[src/qpfp_pkg.sv]
// Constants, carriers and phase encoding for the quad-phase fetch pipeline and data-memory map
package qpfp_pkg;

    localparam int PC_WIDTH = 13;
    localparam int PROG_WORD_WIDTH = 14;
    localparam int IMPL_ADDR_WIDTH = 11;
    localparam int DATA_WIDTH = 8;
    localparam int RAM_INDEX_WIDTH = 8;

    localparam logic [12:0] RESET_VECTOR = 13'h0000;
    localparam logic [12:0] INT_VECTOR = 13'h0004;
    localparam logic [13:0] NOP_WORD = 14'h0000;

    // Register offsets within a bank (low seven address bits)
    localparam logic [6:0] OFS_INDIRECT_DATA_PORT = 7'h00;
    localparam logic [6:0] OFS_PROGRAM_COUNTER_LOW = 7'h02;
    localparam logic [6:0] OFS_CORE_STATUS = 7'h03;
    localparam logic [6:0] OFS_INDIRECT_POINTER = 7'h04;
    localparam logic [6:0] OFS_PC_HIGH_LATCH = 7'h0A;
    localparam logic [6:0] OFS_SFR_TOP = 7'h1F;
    localparam logic [6:0] OFS_GPR_BASE = 7'h20;
    localparam logic [6:0] OFS_COMMON_BASE = 7'h70;

    localparam int BANK_SELECT_POS = 5;
    localparam int PC_HIGH_WIDTH = 5;

    // Lower bank holds 96 bytes (20h-7Fh), upper bank 80 bytes (A0h-EFh)
    localparam logic [7:0] BANK1_RAM_OFFSET = 8'h60;
    localparam int RAM_DEPTH = 176;

    localparam logic [7:0] RESET_CORE_STATUS = 8'h18;
    localparam logic [7:0] RESET_INDIRECT_POINTER = 8'h00;
    localparam logic [4:0] RESET_PC_HIGH_LATCH = 5'h00;
    localparam logic [7:0] RESET_READ_DATA = 8'h00;

    typedef enum logic [1:0] {
        PH_ONE,
        PH_TWO,
        PH_THREE,
        PH_FOUR
    } qpfp_phase_type;

    typedef struct packed {
        logic rd;
        logic wr;
        logic [6:0] addr;
        logic [7:0] wdata;
    } qpfp_dmreq_type;

    typedef struct packed {
        logic taken;
        logic [12:0] target;
    } qpfp_branch_type;

endpackage : qpfp_pkg
[src/qpfp_core.sv]
// Quad-phase clock sequencer, two-stage fetch/execute pipeline and banked data-memory map
`timescale 1ns/1ps
module qpfp_core
    import qpfp_pkg::*;
(
    input wire logic sys_clk,
    input wire logic sys_rst,
    output logic phase_one,
    output logic phase_two,
    output logic phase_three,
    output logic phase_four,
    output logic [IMPL_ADDR_WIDTH-1:0] prog_addr,
    input wire logic [PROG_WORD_WIDTH-1:0] prog_word,
    output logic [PROG_WORD_WIDTH-1:0] exec_word,
    output logic exec_valid,
    output logic [PC_WIDTH-1:0] program_counter,
    input wire qpfp_dmreq_type dm_req,
    input wire qpfp_branch_type branch_req,
    input wire logic int_req,
    output logic [DATA_WIDTH-1:0] dm_rd_data,
    output logic [7:0] periph_addr,
    output logic periph_wr,
    output logic [DATA_WIDTH-1:0] periph_wdata,
    input wire logic [DATA_WIDTH-1:0] periph_rd_data,
    input wire logic periph_hit,
    output logic [DATA_WIDTH-1:0] core_status,
    output logic [DATA_WIDTH-1:0] indirect_pointer,
    output logic [PC_HIGH_WIDTH-1:0] pc_high_latch
);

    qpfp_phase_type phase;
    qpfp_phase_type next_phase;
    logic [PC_WIDTH-1:0] pc;
    logic [PC_WIDTH-1:0] fetch_addr;
    logic [PROG_WORD_WIDTH-1:0] instruction_holding_register;
    logic holding_valid;
    logic redirect_pend;
    logic [PC_WIDTH-1:0] redirect_target;
    logic [DATA_WIDTH-1:0] ram [RAM_DEPTH];

    logic use_indirect;
    logic [7:0] eff_addr;
    logic [6:0] eff_low;
    logic eff_upper;
    logic ram_hit;
    logic [RAM_INDEX_WIDTH-1:0] ram_idx;
    logic self_indirect;
    logic [DATA_WIDTH-1:0] next_rd_data;
    logic wr_fire;
    logic rd_fire;
    logic pcl_write;

    // Phase sequencer: sys_clk is the oscillator, four edges per instruction cycle
    always_comb begin
        unique case (phase)
            PH_ONE: next_phase = PH_TWO;
            PH_TWO: next_phase = PH_THREE;
            PH_THREE: next_phase = PH_FOUR;
            PH_FOUR: next_phase = PH_ONE;
        endcase
    end

    always_ff @(posedge sys_clk or posedge sys_rst) begin
        if (sys_rst) begin
            phase <= PH_ONE;
        end else begin
            phase <= next_phase;
        end
    end

    // One-hot decode of a single state register cannot overlap
    assign phase_one = (phase == PH_ONE);
    assign phase_two = (phase == PH_TWO);
    assign phase_three = (phase == PH_THREE);
    assign phase_four = (phase == PH_FOUR);

    // Program counter and fetch address
    always_ff @(posedge sys_clk or posedge sys_rst) begin
        if (sys_rst) begin
            pc <= RESET_VECTOR;
            fetch_addr <= RESET_VECTOR;
        end else if (phase == PH_ONE) begin
            if (redirect_pend) begin
                fetch_addr <= redirect_target;
                pc <= PC_WIDTH'(redirect_target + 13'h0001);
            end else begin
                fetch_addr <= pc;
                pc <= PC_WIDTH'(pc + 13'h0001);
            end
        end
    end

    // Upper two address bits are simply not wired to the 2K array, hence the wrap
    assign prog_addr = fetch_addr[IMPL_ADDR_WIDTH-1:0];
    assign program_counter = pc;

    // Fetch stage
    always_ff @(posedge sys_clk or posedge sys_rst) begin
        if (sys_rst) begin
            instruction_holding_register <= NOP_WORD;
            holding_valid <= 1'b0;
        end else if (phase == PH_FOUR) begin
            instruction_holding_register <= prog_word;
            holding_valid <= 1'b1;
        end
    end

    // Execute stage: the word fetched last cycle runs while the next one is fetched
    always_ff @(posedge sys_clk or posedge sys_rst) begin
        if (sys_rst) begin
            exec_word <= NOP_WORD;
            exec_valid <= 1'b0;
        end else if (phase == PH_ONE) begin
            if (redirect_pend) begin
                exec_word <= NOP_WORD;
                exec_valid <= 1'b0;
            end else begin
                exec_word <= instruction_holding_register;
                exec_valid <= holding_valid;
            end
        end
    end

    // Redirect is decided at the end of execution and applied at the next phase one.
    // Interrupt wins over a branch; no return address is saved.
    always_ff @(posedge sys_clk or posedge sys_rst) begin
        if (sys_rst) begin
            redirect_pend <= 1'b0;
            redirect_target <= RESET_VECTOR;
        end else if (phase == PH_FOUR) begin
            redirect_pend <= int_req || (exec_valid && branch_req.taken) || pcl_write;
            if (int_req) begin
                redirect_target <= INT_VECTOR;
            end else if (exec_valid && branch_req.taken) begin
                redirect_target <= branch_req.target;
            end else begin
                redirect_target <= {pc_high_latch, dm_req.wdata};
            end
        end else if (phase == PH_ONE) begin
            redirect_pend <= 1'b0;
        end
    end

    // Address resolution: offset zero selects the indirect pointer as full address
    assign use_indirect = (dm_req.addr == OFS_INDIRECT_DATA_PORT);
    assign eff_addr = use_indirect ? indirect_pointer : {core_status[BANK_SELECT_POS], dm_req.addr};
    assign eff_low = eff_addr[6:0];
    assign eff_upper = eff_addr[7];
    assign self_indirect = (eff_low == OFS_INDIRECT_DATA_PORT);

    always_comb begin
        ram_hit = 1'b0;
        ram_idx = 8'h00;
        if (eff_low >= OFS_COMMON_BASE) begin
            ram_hit = 1'b1;
            ram_idx = {1'b0, eff_low - OFS_GPR_BASE};
        end else if (eff_low >= OFS_GPR_BASE) begin
            ram_hit = 1'b1;
            ram_idx = {1'b0, eff_low - OFS_GPR_BASE};
            // Upper bank bytes follow the 96 lower ones in the same array
            if (eff_upper) begin
                ram_idx = 8'(ram_idx + BANK1_RAM_OFFSET);
            end
        end
    end

    // Flushed slots are gated off so they touch nothing
    assign rd_fire = (phase == PH_TWO) && exec_valid && dm_req.rd;
    assign wr_fire = (phase == PH_FOUR) && exec_valid && dm_req.wr;
    assign pcl_write = wr_fire && (eff_low == OFS_PROGRAM_COUNTER_LOW);

    // Core registers decode on the low seven bits only, so both banks share them
    always_comb begin
        next_rd_data = RESET_READ_DATA;
        if (ram_hit) begin
            next_rd_data = ram[ram_idx];
        end else begin
            unique case (eff_low)
                OFS_INDIRECT_DATA_PORT: next_rd_data = RESET_READ_DATA;
                OFS_PROGRAM_COUNTER_LOW: next_rd_data = pc[7:0];
                OFS_CORE_STATUS: next_rd_data = core_status;
                OFS_INDIRECT_POINTER: next_rd_data = indirect_pointer;
                OFS_PC_HIGH_LATCH: next_rd_data = {3'b000, pc_high_latch};
                default: next_rd_data = periph_hit ? periph_rd_data : RESET_READ_DATA;
            endcase
        end
    end

    always_ff @(posedge sys_clk or posedge sys_rst) begin
        if (sys_rst) begin
            dm_rd_data <= RESET_READ_DATA;
        end else if (rd_fire) begin
            dm_rd_data <= next_rd_data;
        end
    end

    // Core register writes in phase four
    always_ff @(posedge sys_clk or posedge sys_rst) begin
        if (sys_rst) begin
            core_status <= RESET_CORE_STATUS;
            indirect_pointer <= RESET_INDIRECT_POINTER;
            pc_high_latch <= RESET_PC_HIGH_LATCH;
        end else if (wr_fire && !ram_hit) begin
            if (eff_low == OFS_CORE_STATUS) begin
                core_status <= dm_req.wdata;
            end
            if (eff_low == OFS_INDIRECT_POINTER) begin
                indirect_pointer <= dm_req.wdata;
            end
            if (eff_low == OFS_PC_HIGH_LATCH) begin
                pc_high_latch <= dm_req.wdata[PC_HIGH_WIDTH-1:0];
            end
        end
    end

    // General purpose RAM carries no reset, as static RAM would not
    always_ff @(posedge sys_clk) begin
        if (wr_fire && ram_hit) begin
            ram[ram_idx] <= dm_req.wdata;
        end
    end

    // Peripheral register space, banked, low addresses other than the core set
    always_ff @(posedge sys_clk or posedge sys_rst) begin
        if (sys_rst) begin
            periph_addr <= 8'h00;
            periph_wr <= 1'b0;
            periph_wdata <= 8'h00;
        end else begin
            periph_addr <= eff_addr;
            periph_wr <= wr_fire && !ram_hit && !self_indirect
                && (eff_low != OFS_PROGRAM_COUNTER_LOW) && (eff_low != OFS_CORE_STATUS)
                && (eff_low != OFS_INDIRECT_POINTER) && (eff_low != OFS_PC_HIGH_LATCH);
            periph_wdata <= dm_req.wdata;
        end
    end
endmodule : qpfp_core

[config.mk]
export PLATFORM = sky130hd
export DESIGN_NAME = qpfp_core
export DESIGN_NICKNAME = d
export VERILOG_FILES = /design/src/qpfp_pkg.sv /design/src/qpfp_core.sv
export SDC_FILE = /design/constraint.sdc
export NUM_CORES = 2
export LEC_CHECK = 0
export BUFFER_PORTS_ARGS = -buffer_cell sky130_fd_sc_hd__buf_2
export CAP_MARGIN = 20
export CORE_ASPECT_RATIO = 0.9
export CORE_MARGIN = 3
export CORE_UTILIZATION = 35
export DETAILED_ROUTE_END_ITERATION = 7
export PLACE_DENSITY_LB_ADDON = 0.2
export SYNTH_ARGS = -nofsm -noshare
export SYNTH_HDL_FRONTEND = slang
export SYNTH_SLANG_ARGS = --single-unit
export TNS_END_PERCENT = 100
[constraint.sdc]
create_clock -name sys_clk -period 4.9 [get_ports sys_clk]
set_clock_uncertainty 0.2 [all_clocks]
set_input_delay 0.735 -clock sys_clk [delete_from_list [all_inputs] [get_ports sys_clk]]
set_output_delay 0.735 -clock sys_clk [all_outputs]
set_load 0.05 [all_outputs]
* Word-level counts from Yosys, hierarchy flattened *
Memory sizes are Yosys's and may differ from the RTL's.
Cells that the tools add are included.

storage, ports and cells
  RAM bits = 1408
  flip-flop bits (word level) = 116
  input bits = 57
  output and inout port bits = 89
  memories kept = 1
  logic and storage cells = 78

memories
  name  words  bits a word  read ports  clocked after Yosys merged registers in  write ports  line             source
  ram   176    8            1           0                                        1            qpfp_core.sv:39  logic [DATA_WIDTH-1:0] ram [RAM_DEPTH];

operators by class
  equal/unequal tests = 11
  reductions and logical operators = 24
  $lt $le $gt $ge = 2
  multiplexer cells = 20
  $add $sub $neg = 4

operators by type and width
  operator               count
  $mux 8                 6
  $pmux 8 s5             1
  $mux 13                3
  $add 13x1->13 const B  2
  $eq 7x2->1 const B     2
  $logic_not 7->1        2
  $mux 14                1
  $ne 7x2->1 const B     2
  $logic_and 1x1->1      13
  $mux 11                1
  $add 7x7->8 const B    1
  $pmux 2 s4             1
  $eq 7x3->1 const B     1
  $eq 7x4->1 const B     1
  $ge 7x6->1 const B     1
  $ge 7x7->1 const B     1
  $mux 1                 7
  $ne 7x3->1 const B     1
  $ne 7x4->1 const B     1
  $sub 7x6->7 const B    1
  $reduce_and 2->1       3
  $eq 2x2->1 const B     2
  $eq 2x1->1 const B     1
  $logic_not 1->1        2
  other kinds (3)        4

* Longest topological paths before layout *
  depth in word-level cells = 12
  depth in mapped cells = 18
  depth with buffers taken out = 13

* Worst setup path before layout *
No wires, ideal clock.

  path kind = input-to-reg
  start = in dm_req[9] in the netlist's numbering
  end = mem ram[136][0] (enable)
  buffers on the path = 6
  setup time = 0.370 ns
  slack = -0.218 ns
  data required time = 4.330 ns
  stages = 16
  arrival time = 4.547 ns
  cell sequence = buf_2 > nor4_4 > a21oi_1 > inv_1 > ha_1 > nor4bb_1 > a21oi_4 > o211a_1 > buf_2 > buf_2 > buf_2 > buf_2 > nor3_1 > nand2_1 > clkbuf_1 > nor2_1

between the ends
  longest elaborated chain between the ends = 8
  elaborated cells on any way between the ends = 14
  those cells by class = add/sub (2); order compare (2); mux (8); reduce/logical (2)

ends and longest elaborated chain
  what                                                 line              source
  start, declared                                      qpfp_core.sv:17   input wire qpfp_dmreq_type dm_req,
  $logic_not 7->1 (*)                                  qpfp_core.sv:145  assign use_indirect = (dm_req.addr == OFS_INDIRECT_DATA_PORT);
  $mux 8 (*)                                           qpfp_core.sv:146  assign eff_addr = use_indirect ? indirect_pointer : {core_status[BANK_SELECT_POS], dm_req.addr};
  via eff_addr[6]                                      qpfp_core.sv:42   logic [7:0] eff_addr;
  branches (longest 6 deep; another with $add 7x7->8)  n/a
  end, declared                                        qpfp_core.sv:39

Mark *: on every way through the listed nets, which the timed path passes.

* Worst setup path in the final report *
  start = reg indirect_pointer[6]
  end = reg dm_rd_data[7]

between the ends
  longest elaborated chain between the ends = 8
  elaborated cells on any way between the ends = 18
  those cells by class = add/sub (2); order compare (2); eq/ne (4); mux (8); reduce/logical (1); memory (1)

ends and longest elaborated chain
  what                    line                                source
  start, declared         qpfp_core.sv:27                     output logic [DATA_WIDTH-1:0] indirect_pointer,
  start signal, assigned  qpfp_core.sv:208                    indirect_pointer <= dm_req.wdata;
  $mux 8 (*)              qpfp_core.sv:146
  via eff_addr[6]         qpfp_core.sv:42
  $sub 7x6->7             qpfp_core.sv:156, qpfp_core.sv:159
  $add 7x7->8             qpfp_core.sv:162                    ram_idx = 8'(ram_idx + BANK1_RAM_OFFSET);
  $mux 8                  qpfp_core.sv:161                    if (eff_upper) begin
  $mux 8                  qpfp_core.sv:157                    end else if (eff_low >= OFS_GPR_BASE) begin
  $mux 8                  qpfp_core.sv:154                    if (eff_low >= OFS_COMMON_BASE) begin
  $mem_v2 176x8           n/a
  $mux 8 (*)              qpfp_core.sv:175                    if (ram_hit) begin
  end signal, assigned    qpfp_core.sv:193                    dm_rd_data <= next_rd_data;
  end, declared           qpfp_core.sv:20                     output logic [DATA_WIDTH-1:0] dm_rd_data,

The timed path passes the listed nets; every way through them passes the cells marked *.
A chain may end at the register's enable or synchronous reset.

==> flow_summary.ini <==
[run_status]
status = finished, violations left
violations = design-rule violations

[critical_path]
worstSetupPathType = reg -> reg
cp-end-kind = flip-flop
critPathArrivalTime_ns = 5.30
start_kind = flip-flop
rrSetupSlack_ns = 0.09
reg2reg_to = dm_rd_data[7]$_DFFE_PP0P_
required_ns = 5.39
crit_fanout = 10
r2r_start = indirect_pointer[6]$_DFFE_PP0P_
rr_worst_depth = 20

[synthesis]
syn_avg_cell_area_um2 = 15.4
yosys_warnings = 0
syn_area_mm2 = 0.0605
synth_edf_count = 1408
synth_cell_types = 100
synth-seq-cells = 1524
synth-async-reset-ratio = 0.0761
synth_area_leaders = edfxtp_1 70%, dfrtp_1 4.7%, a222oi_1 2.7%
synthCells = 3928
seq_area_frac_synth = 0.747
yosys.area.top_type_share = 0.699
ys.flop_type = edfxtp_1
postSynthNetCount = 3993
synth_area_leader_cell = edfxtp_1

[timing]
setup_ws_ns = 0.0912
hold_ws_ns = 0.0603
fin_crit_sh = 0.981
hold_viol = 0
fmax_mhz = 208
slew_headroom = 0.275
drv_slew = 0
rsz0062_at_grt = no
setup_viol = 0
tightest_slew_ns = 1.09
min_period_ns = 4.81

[route]
wl_per_cell_um = 33.7
vias = 42899
wirelength_um = 239000
drt_first_pass_iters = 8
drtAntennaViolNets = 0
route.detailed.drc = 2
via_per_inst = 6.04
drt_iter0_drc = 7034

[clock_network]
clk_pin_slew_ns = 0.07
cts.htree.levels = 4
cts_buffers = 157
ctsRootBufferMaster = clkbuf_16
cts_tree = done
cts_buffer_depth = 3
clock-sinks = 1524
clkLatencyLatePin_ns = 0.80

[finish]
nNetsFinal = 4769
layout-drive-gt1-share = 0.260
fin_cells = 7099
nFillCells = 15371
synthToLayoutAreaGrowth_pct = 24.1

[place]
dp.cells = 6783
place_congestion = 0.958
portBuffers = 145
post-place-ws_ns = -0.464
hpwl_um = 160000

[power]
total_power_uw = 29000
power.density_mw_per_mm2 = 386
ir_worst_vdd_v = 0.000255
leakage_uw = 0.0257

[floorplan]
fp.dieH_um = 400
design.die.area_mm2 = 0.178
core_area_mm2 = 0.171
io_pins = 146
num_rows = 144
die_w_um = 444
initial_utilization = 0.353

[hold_path]
min_from = branch_req[9]
min_path_cells = 3
min_to = redirect_target[9]$_DFFE_PP0P_
holdCritPathClass = in -> reg

[grt]
grt_pass1_wl_um = 330000
grt_usage = 0.262
grt_max_degree = 112
grt_overflow_total = 0
antenna_found_initial = 6
grt_pass1_vias = 40446

[run]
drv_cap = 0
==> power breakdown <==
group	switching [uW]	internal [uW]	total, uW
Clock	5280	6820	12100
Combinational	1730	783	2510
Sequential	99.0	14300	14400
Total	7110	21900	29000
==> state kept, by name (all words and copies together) (netlist names), 2 cells and up <==
name and cells:
exec_word 14, indirect_pointer 8, dm_rd_data 8, pc_high_latch 5, phase 2, redirect_target 13
fetch_addr 11, core_status 8, periph_addr 8, ram 1408, periph_wdata 8, program_counter 13
instruction_holding_register 14
==> per-stage QoR <==
step	util	instance area [um2]	TNS [ns]
after global placement	0.406	69600	-45.06
after CTS	0.438	75000	0
final	0.438	75000	0
after floorplan	-	60500	-29.53
after detailed placement	0.406	69600	-39.81
after global routing	0.438	75000	0
==> what timing repair did <==
action	in CTS	in global routing
setup buffers	0	0
hold buffers	25	0
resized for setup	0	3
endpoints found under the hold margin	112	0
setup endpoints to repair	0	3
==> cell type report <==
class / instances / area, um2 / area share
timing repair buffer: 909 / 7590 / 0.101
inverter: 43 / 166 / 0.00222
tap: 2263 / 2830 / 0.0377
antenna: 3 / 7.51 / 0.000100
clock buffer: 186 / 4080 / 0.0544
clock inverter: 102 / 1070 / 0.0143
sequential: 1524 / 45200 / 0.602
multi-input combinational: 2069 / 14100 / 0.188
==> logic make-up after synthesis <==
group	Yosys count	synth area share
DFF	1524	0.747
AOI/OAI and AO/OA	1162	0.145
and+or+nand+nor	734	0.0545
buffers and inverters	335	0.0236
muxes	152	0.0265
xor gates and xnor gates	13	0.00188
adders and majority gates	8	0.00166
==> routing by layer <==
metal,GRT usage,wire length [um],vias to the layer above,part of all wire
met5,0,0,-,0
met4,0.0921,9130,0,0.038
met3,0.0615,27000,403,0.11
met2,0.377,102000,2790,0.43
met1,0.386,101000,22103,0.42
li1,-,-,17603,-
==> critical path: stages (launching register included) <==
cell and delay, ns:
dfrtp_1 0.38, nor3b_1 0.16, a21oi_1 0.22, inv_1 0.10, ha_1 0.25, buf_4 0.15
a21bo_2 0.24, a21oi_4 0.20, buf_4 0.18, o211ai_4 0.11, buf_4 0.20, buf_4 0.20
a32oi_1 0.21, buf_4 0.13, a21oi_1 0.05, a2111oi_0 0.83, buf_4 0.24, o221ai_1 0.10
a311oi_1 0.32, buf_4 0.16, a31oi_1 0.06
==> how the worst max path moves through the flow <==
stage / start / endpoint / slack, ns / cells past startpoint
floorplan: dm_req[9] / ram[136][0]$_DFFE_PP_ / -0.1 / 16
global placement: dm_req[9] / dm_rd_data[0]$_DFFE_PP0P_ / -0.71 / 13
detailed placement: dm_req[8] / dm_rd_data[7]$_DFFE_PP0P_ / -0.46 / 19
CTS: indirect_pointer[6]$_DFFE_PP0P_ / dm_rd_data[5]$_DFFE_PP0P_ / 0.22 / 19
global route: indirect_pointer[6]$_DFFE_PP0P_ / dm_rd_data[2]$_DFFE_PP0P_ / 0.02 / 16
finish: indirect_pointer[6]$_DFFE_PP0P_ / dm_rd_data[7]$_DFFE_PP0P_ / 0.09 / 20
==> cell usage after synthesis (7+ instances only) <==
cell,n
o21ai_0,127
and3_1,9
o211ai_1,9
a21oi_1,207
buf_1,28
nor4_1,24
nor3_1,32
a211oi_1,25
ha_1,8
or2_2,7
a222oi_1,163
buf_2,117
a31oi_1,45
a221o_1,28
nand3_1,58
o22ai_1,50
o221ai_1,9
mux2i_1,87
o2bb2ai_1,24
a221oi_1,72
xnor2_1,12
a22oi_1,140
a2111oi_0,20
dfrtp_1,114
nand4_1,8
a32oi_1,36
a32o_1,21
clkbuf_1,143
nand2_1,254
nor2_1,269
inv_1,41
edfxtp_1,1408
o21ai_1,16
mux2_2,65
a41oi_1,7
a22o_1,80
o22a_1,8
nor2b_1,16
==> cell usage in the layout, fill, tap and decap left out, types with 80 or more instances in the layout <==
| master | count |
|---|---|
| a21oi_1 | 207 |
| a222oi_1 | 163 |
| a22o_1 | 80 |
| a22oi_1 | 140 |
| buf_12 | 81 |
| buf_2 | 136 |
| buf_4 | 659 |
| clkbuf_16 | 158 |
| dfrtp_1 | 113 |
| edfxtp_1 | 1408 |
| mux2i_1 | 87 |
| nand2_1 | 250 |
| nor2_1 | 262 |
| o21ai_0 | 126 |
(Power assumes the default switching activity.)
